### src/rtl/um_pkg.sv
// shared constants and carrier types of the 8x8 unsigned multiply datapath
// assumes the core runs one clock per instruction phase and provides reset
package um_pkg;

  // ==========================================================
  // widths
  localparam int          DATA_W         = 8;
  localparam int          ADDR_W         = 12;
  localparam int          BANK_W         = 4;
  localparam int          PROD_W         = 16;

  // ==========================================================
  // instruction word fields and opcodes
  localparam logic [7:0]  OPC_IMM        = 8'h0D;   // upper byte of immediate form
  localparam logic [6:0]  OPC_MEM        = 7'h01;   // upper seven bits of memory form
  localparam int          BANK_BIT_POS   = 8;       // bank-access bit in the word
  localparam int          OPC_IMM_LSB    = 8;
  localparam int          OPC_MEM_LSB    = 9;

  // ==========================================================
  // data memory addressing
  localparam logic [7:0]  IDX_LIMIT      = 8'h5F;   // highest indexed offset
  localparam logic [7:0]  ACCESS_SPLIT   = 8'h80;   // access bank low/high split
  localparam logic [3:0]  ACCESS_LO_BANK = 4'h0;
  localparam logic [3:0]  ACCESS_HI_BANK = 4'hF;

  // ==========================================================
  // reset values
  localparam logic [15:0] PROD_RST       = 16'h0000;
  localparam logic [15:0] WORD_RST       = 16'h0000;
  localparam logic [11:0] ADDR_RST       = 12'h000;
  localparam logic [7:0]  BYTE_RST       = 8'h00;

  // ==========================================================
  // phase sequencer states, one-hot
  typedef enum logic [4:0] {
    UM_IDLE    = 5'h01,
    UM_DECODE  = 5'h02,
    UM_READ    = 5'h04,
    UM_PROCESS = 5'h08,
    UM_WRITE   = 5'h10
  } um_state_t;

  // ==========================================================
  // carriers
  typedef struct packed {
    logic        valid;
    logic [15:0] word;
  } um_instr_t;

  typedef struct packed {
    logic [7:0] high;
    logic [7:0] low;
  } um_prod_t;

  typedef struct packed {
    logic acc_we;
    logic mem_we;
    logic status_we;
  } um_wb_t;

endpackage

### src/rtl/um_mult8.sv
// registered unsigned multiplier, result held until the next load
// assumes operands are stable during the load cycle
`timescale 1ns/1ps
module um_mult8 #(
  parameter int W = 8
) (
  input  wire logic           clock,
  input  wire logic           resetn,
  input  wire logic           load,
  input  wire logic [W-1:0]   opnd_a,
  input  wire logic [W-1:0]   opnd_b,
  output logic      [2*W-1:0] result
);

  logic [2*W-1:0] result_ff;
  logic [2*W-1:0] nxt_result;

  // ==========================================================
  // product, full double width so nothing is lost
  always_comb begin
    nxt_result = result_ff;
    if (load) begin
      nxt_result = (2*W)'(opnd_a) * (2*W)'(opnd_b);
    end
  end

  always_ff @(posedge clock) begin
    if (!resetn) begin
      result_ff <= '0;
    end else begin
      result_ff <= nxt_result;
    end
  end

  assign result = result_ff;

endmodule

### src/rtl/um_mul_unit.sv
// multiply datapath of the core: immediate and data-memory operand forms
// assumes the core presents one instruction word per handshake, the data
// memory answers a read in the same clock, and all inputs share this clock
//
// Notes on behaviour
// - immediate form multiplies accumulator by 8-bit literal into 16-bit pair
// - memory form multiplies accumulator by addressed byte into 16-bit pair
// - high product byte to high register, low byte to low register
// - accumulator and memory byte are never written by either form
// - no status flag is changed by either multiply
// - a zero product raises no indication at all
// - bank bit set uses bank select register, clear uses access bank
// - immediate form decoded from upper byte 0Dh, literal in lower byte
// - extended set, bank bit clear, offset up to 5Fh means indexed access
`timescale 1ns/1ps
module um_mul_unit
  import um_pkg::*;
(
  input  wire logic              clock,
  input  wire logic              resetn,
  input  wire um_instr_t         instr,
  output logic                   instr_ready,
  input  wire logic [DATA_W-1:0] accumulator,
  input  wire logic [BANK_W-1:0] bank_select_reg,
  input  wire logic              ext_set_en,
  input  wire logic [ADDR_W-1:0] index_base,
  output logic                   mem_rd_en,
  output logic      [ADDR_W-1:0] mem_addr,
  input  wire logic [DATA_W-1:0] mem_rd_data,
  output um_prod_t               product,
  output logic                   done,
  output um_wb_t                 wb
);

  um_state_t         state_ff, nxt_state;
  logic [15:0]       word_ff, nxt_word;
  logic              is_mem_ff, nxt_is_mem;
  logic [ADDR_W-1:0] addr_ff, nxt_addr;
  logic [DATA_W-1:0] acc_ff, nxt_acc;
  logic [DATA_W-1:0] opnd_ff, nxt_opnd;
  um_prod_t          prod_ff, nxt_prod;
  logic              done_ff, nxt_done;
  logic [PROD_W-1:0] mult_q;
  logic              dec_imm;
  logic              dec_mem;
  logic [7:0]        f_off;
  logic              bank_bit;

  // ==========================================================
  // decode of the held word
  assign f_off    = word_ff[7:0];
  assign bank_bit = word_ff[BANK_BIT_POS];
  assign dec_imm  = (word_ff[15:OPC_IMM_LSB] == OPC_IMM);
  assign dec_mem  = (word_ff[15:OPC_MEM_LSB] == OPC_MEM);

  // ==========================================================
  // phase sequencer and operand capture
  always_comb begin
    nxt_state  = state_ff;
    nxt_word   = word_ff;
    nxt_is_mem = is_mem_ff;
    nxt_addr   = addr_ff;
    nxt_acc    = acc_ff;
    nxt_opnd   = opnd_ff;
    nxt_done   = 1'b0;
    case (state_ff)
      UM_IDLE: begin
        if (instr.valid) begin
          nxt_word  = instr.word;
          nxt_state = UM_DECODE;
        end
      end
      UM_DECODE: begin
        // first phase: decide the form and where the operand lives
        nxt_is_mem = dec_mem;
        if (bank_bit) begin
          nxt_addr = {bank_select_reg, f_off};
        end else if (ext_set_en && (f_off <= IDX_LIMIT)) begin
          nxt_addr = index_base + ADDR_W'(f_off);
        end else if (f_off < ACCESS_SPLIT) begin
          nxt_addr = {ACCESS_LO_BANK, f_off};
        end else begin
          nxt_addr = {ACCESS_HI_BANK, f_off};
        end
        if (dec_imm || dec_mem) begin
          nxt_state = UM_READ;
        end else begin
          nxt_state = UM_IDLE;
        end
      end
      UM_READ: begin
        // second phase: take both operands, only read, never write back
        nxt_acc   = accumulator;
        nxt_opnd  = is_mem_ff ? mem_rd_data : f_off;
        nxt_state = UM_PROCESS;
      end
      UM_PROCESS: begin
        nxt_state = UM_WRITE;
      end
      UM_WRITE: begin
        nxt_done  = 1'b1;
        nxt_state = UM_IDLE;
      end
      default: begin
        nxt_state = UM_IDLE;
      end
    endcase
  end

  always_ff @(posedge clock) begin
    if (!resetn) begin
      state_ff  <= UM_IDLE;
      word_ff   <= WORD_RST;
      is_mem_ff <= 1'b0;
      addr_ff   <= ADDR_RST;
      acc_ff    <= BYTE_RST;
      opnd_ff   <= BYTE_RST;
      done_ff   <= 1'b0;
    end else begin
      state_ff  <= nxt_state;
      word_ff   <= nxt_word;
      is_mem_ff <= nxt_is_mem;
      addr_ff   <= nxt_addr;
      acc_ff    <= nxt_acc;
      opnd_ff   <= nxt_opnd;
      done_ff   <= nxt_done;
    end
  end

  // ==========================================================
  // third phase: multiply
  um_mult8 #(
    .W      (DATA_W)
  ) u_mult (
    .clock  (clock),
    .resetn (resetn),
    .load   (state_ff == UM_PROCESS),
    .opnd_a (acc_ff),
    .opnd_b (opnd_ff),
    .result (mult_q)
  );

  // ==========================================================
  // fourth phase: both product registers written together
  always_comb begin
    nxt_prod = prod_ff;
    if (state_ff == UM_WRITE) begin
      nxt_prod.high = mult_q[PROD_W-1:DATA_W];
      nxt_prod.low  = mult_q[DATA_W-1:0];
    end
  end

  always_ff @(posedge clock) begin
    if (!resetn) begin
      prod_ff <= PROD_RST;
    end else begin
      prod_ff <= nxt_prod;
    end
  end

  // ==========================================================
  // outputs; no zero indication and no writes to operands or flags
  assign instr_ready  = (state_ff == UM_IDLE);
  assign mem_rd_en    = (state_ff == UM_READ) && is_mem_ff;
  assign mem_addr     = addr_ff;
  assign product      = prod_ff;
  assign done         = done_ff;
  assign wb.acc_we    = 1'b0;
  assign wb.mem_we    = 1'b0;
  assign wb.status_we = 1'b0;
endmodule

### config.mk
export PLATFORM = sky130hd
export DESIGN_NAME = um_mul_unit
export DESIGN_NICKNAME = d
export VERILOG_FILES = /design/src/rtl/um_pkg.sv /design/src/rtl/um_mult8.sv /design/src/rtl/um_mul_unit.sv
export SDC_FILE = /design/constraint.sdc
export NUM_CORES = 1
export LEC_CHECK = 0
export BUFFER_PORTS_ARGS = -buffer_cell sky130_fd_sc_hd__buf_2
export CAP_MARGIN = 40
export CORE_MARGIN = 2
export CORE_UTILIZATION = 58
export CTS_CLUSTER_SIZE = 8
export DETAILED_ROUTE_END_ITERATION = 16
export PLACE_DENSITY = 0.81
export SYNTH_ARGS = -nofsm -noshare
export SYNTH_HDL_FRONTEND = slang
export SYNTH_HIERARCHICAL = 1
export SYNTH_SLANG_ARGS = --single-unit
### constraint.sdc
create_clock -name clock -period 4.4 [get_ports clock]
set_input_delay 0.22 -clock clock [delete_from_list [all_inputs] [get_ports clock]]
set_output_delay 0.22 -clock clock [all_outputs]
set_load 0.1 [all_outputs]
==> results.tsv <==
stage	metric	value	unit
timing	min_period	4.20	ns
clock_tree	post-cts-setup-buffers	0	
routing	drt-total-wl	13800	um
placement	gp_congestion	0.945	
cells_and_area	drive_gt1_share	16.7	%
cells_and_area	area_growth	12.5	%
die	ios	86	
critical_path	crit_chain	and2_1 -> fa_1 -> fa_1 -> fa_1 -> inv_1 -> fa_1 -> inv_1 -> ha_1 -> a21o_1 -> a311oi_1 -> nor3b_1 -> a2111oi_1 -> a211oi_1	
critical_path	r2r_cells	13	
cells_and_area	nets	889	
logic_synthesis	yosys.area.top_type	dfxtp_1	
logic_synthesis	async_flop_share	0	%
die	fp.coreArea	0.00977	mm^2
critical_path	reg2reg_to	u_mult/result[15]	
placement	dp_slack	0.136	ns
logic_synthesis	yosysSeqAreaShare	28.5	%
placement	portBuffers	82	
logic_synthesis	yosys_warnings	6	
critical_path	cp_slowest_cell	fa_1	
flow_run	drv_cap	0	
logic_synthesis	synth_cells	679	
global_routing	grt_max_degree	37	
timing	layout_setup_ws	0.197	ns
critical_path	required	4.64	ns
timing	holdWs	0.0821	ns
global_routing	grt.overflow.total	0	
global_routing	grt_pass1_wl	23900	um
logic_synthesis	ys_top_cells_by_area	dfxtp_1 29%, fa_1 13%, ha_1 9.4%	
critical_path	path_max_fanout	9	
global_routing	grt_pass1_vias	5123	
critical_path	startpoint	opnd_ff[2]	
logic_synthesis	synth_edf_count	0	
timing	fmax	238	MHz
logic_synthesis	syn_area	0.00583	mm^2
power_and_ir_drop	leakage	3.07	nW
run_status	outcome	finished clean	
routing	wl_per_cell	15.4	um
timing	max-slew-margin-rel	41.9	%
critical_path	cp_slowest_stage_delay	0.55	ns
routing	first_pass_iters	4	
clock_tree	h-tree-depth	3	
cells_and_area	finish.utilization	67.0	%
die	die_h	104	um
routing	vias_per_cell	5.64	
clock_tree	hold_buffers	0	
min_path	min_path_cells	3	
logic_synthesis	ys_dominant_reg_cell	dfxtp_1	
logic_synthesis	syn_avg_cell_area	8.58	um^2
routing	drtIter0Drc	288	
logic_synthesis	synth_cell_type_count	65	
power_and_ir_drop	peakVddDrop	0.201	mV
die	initial_core_util	59.6	%
timing	fin_crit_sh	95.5	%
timing	rsz0062_at_grt	yes	
clock_tree	cts_tree	yes	
global_routing	antenna_found_initial	0	
power_and_ir_drop	pwr_density_cell	250	mW/mm^2
logic_synthesis	yosysTopAreaCellShare	28.5	%
clock_tree	cts_sinks	83	
timing	skew	0.00897	ns
critical_path	startpoint_type	flip-flop	
critical_path	timing.rr.start	opnd_ff[2]	
timing	finalHoldViolCount	0	
global_routing	grt_usage	27.0	%
power_and_ir_drop	power	1.64	mW
critical_path	worstPathArrival	4.44	ns
critical_path	reg2reg_setup_slack	0.20	ns
cells_and_area	antennaDiodeCount	0	
die	die_width	104	um
clock_tree	cts_root_buffer	clkbuf_8	
min_path	hold_path.class	primary input to flip-flop	
routing	postRouteAntennaNets	0	
critical_path	critPathKind	flip-flop to flip-flop	
cells_and_area	num-fill-cells	850	
clock_tree	clk_pin_slew_worst_paths	0.09	ns
critical_path	worst_setup_path_end_kind	flip-flop	
critical_path	crit_top_cell	fa_1	
clock_tree	clk_path_buf_depth	2	
routing	drc_errors	0	
die	placementRows	36	
die	dieArea	0.0109	mm^2
timing	worst_pin_slew	0.868	ns
min_path	worstHoldStart	accumulator[0]	
timing	drv_slew	0	
min_path	min_to	acc_ff[0]	
clock_tree	cts_buffers	9	
logic_synthesis	synth-seq-cells	83	
placement	dp_hpwl	10600	um
clock_tree	clk_latency	0.37	ns
timing	setup_viol	0	
timing	setup-tns-final	0	ns
routing	vias	5042	
## cell usage in the layout (no fill, tap or decap), drive strengths merged, types with 3 or more instances in the layout
cell type / Yosys / routed
xor2: 3 / 3
a211oi: 14 / 14
o2111ai: 5 / 5
nor2b: 5 / 5
nand3: 11 / 11
buf: 12 / 88
inv: 62 / 64
nor3: 10 / 10
xnor2: 3 / 3
nand2: 97 / 97
nor2: 57 / 57
o21a: 4 / 4
a21o: 7 / 7
o21ai: 24 / 24
o211ai: 6 / 6
ha: 44 / 44
nand3b: 9 / 9
and2: 47 / 47
mux2i: 26 / 26
fa: 37 / 37
clkbuf: 12 / 10
a21oi: 52 / 52
conb: 1 / 3
or3: 4 / 4
dfxtp: 83 / 83
nand4: 4 / 4
nor3b: 4 / 4
## area by class of cell
type                    count  area [um^2]  share of cell area (%)
repair buffers             88          455                    6.95
inverters                  62          233                    3.55
multi-input cells         512         3790                    57.9
well taps                 133          166                    2.54
flip-flops and latches     83         1670                    25.5
clock buffers              10          138                    2.10
clock inverters             6         95.1                    1.45
## synthesized netlist by cell type (6+ instances only)
cell type / n
nand2_1: 96
dfxtp_1: 83
a21o_1: 7
a21oi_1: 52
nand3b_1: 9
a211oi_1: 12
ha_1: 44
nor2_1: 57
nor3_1: 10
nand3_1: 11
o211ai_1: 6
inv_1: 62
buf_4: 6
and2_1: 47
fa_1: 37
mux2i_1: 26
clkbuf_1: 12
o21ai_0: 22
## power by group
part	leakage, nW	internal [mW]	total, mW	switching, mW
registers	0.676	0.767	0.784	0.0172
logic	2.28	0.0727	0.216	0.143
clock network	0.111	0.341	0.639	0.298
total	3.07	1.18	1.64	0.458
## through the flow
step | std cells | instance area [um^2]
4_1_cts | 894 | 6530
3_3_place_gp | 878 | 6300
6_report | 894 | 6550
2_1_floorplan | 681 | 5830
3_5_place_dp | 878 | 6300
5_1_grt | 894 | 6550
## critical path, delay by kind of cell (launching register included)
family | cells | cell delay, ns
AOI/OAI and AO/OA | 4 | 0.99
adders and majority gates | 5 | 2.15
buffers and inverters | 2 | 0.11
DFF | 1 | 0.51
and+or+nand+nor | 2 | 0.31
## worst max-delay path by stage
stage | endpoint | slack, ns | depth (start not counted)
after floorplan | u_mult/result[13] | 0.37 | 15
after global placement | u_mult/result[15] | 0.23 | 13
after detailed placement | u_mult/result[15] | 0.14 | 14
after CTS | u_mult/result[15] | 0.12 | 14
after global routing | u_mult/result[15] | -0.02 | 13
final | u_mult/result[15] | 0.20 | 13
## registers in the layout, summed over array words and instances, names as in the netlist
| register | flops |
|---|---|
| mem_addr | 12 |
| done | 1 |
| is_mem_ff | 1 |
| acc_ff | 8 |
| state_ff | 5 |
| opnd_ff | 8 |
| u_mult/result | 16 |
| word_ff | 16 |
| product | 16 |
## what timing repair did
item	in CTS	in global routing
setup endpoints to repair	0	4
endpoints found under the hold margin	0	0
gates resized for setup	0	11
## logic make-up (layout without fill, tap and decap cells)
kind of cell             Yosys count  in the layout  synth area share, %
multiplexers                      26             26                 4.47
other                              1              3               0.0644
XOR/XNOR                           6              6                0.902
flip-flops                        83             83                 28.5
AND/OR/NAND/NOR                  258            258                 21.6
AO/OA/AOI/OAI                    138            138                 15.7
adder cells (fa/ha/maj)           81             81                 22.2
buffers and inverters             86            166                 6.66
## per-layer routing
layer	track usage [%]	wire, um	share of wire, %
met5	0	0	0
met4	8.01	243	1.8
met3	4.70	685	5.0
met2	47.8	6870	50
met1	33.6	5950	43
Note: power is estimated with default switching activity, not from simulation.
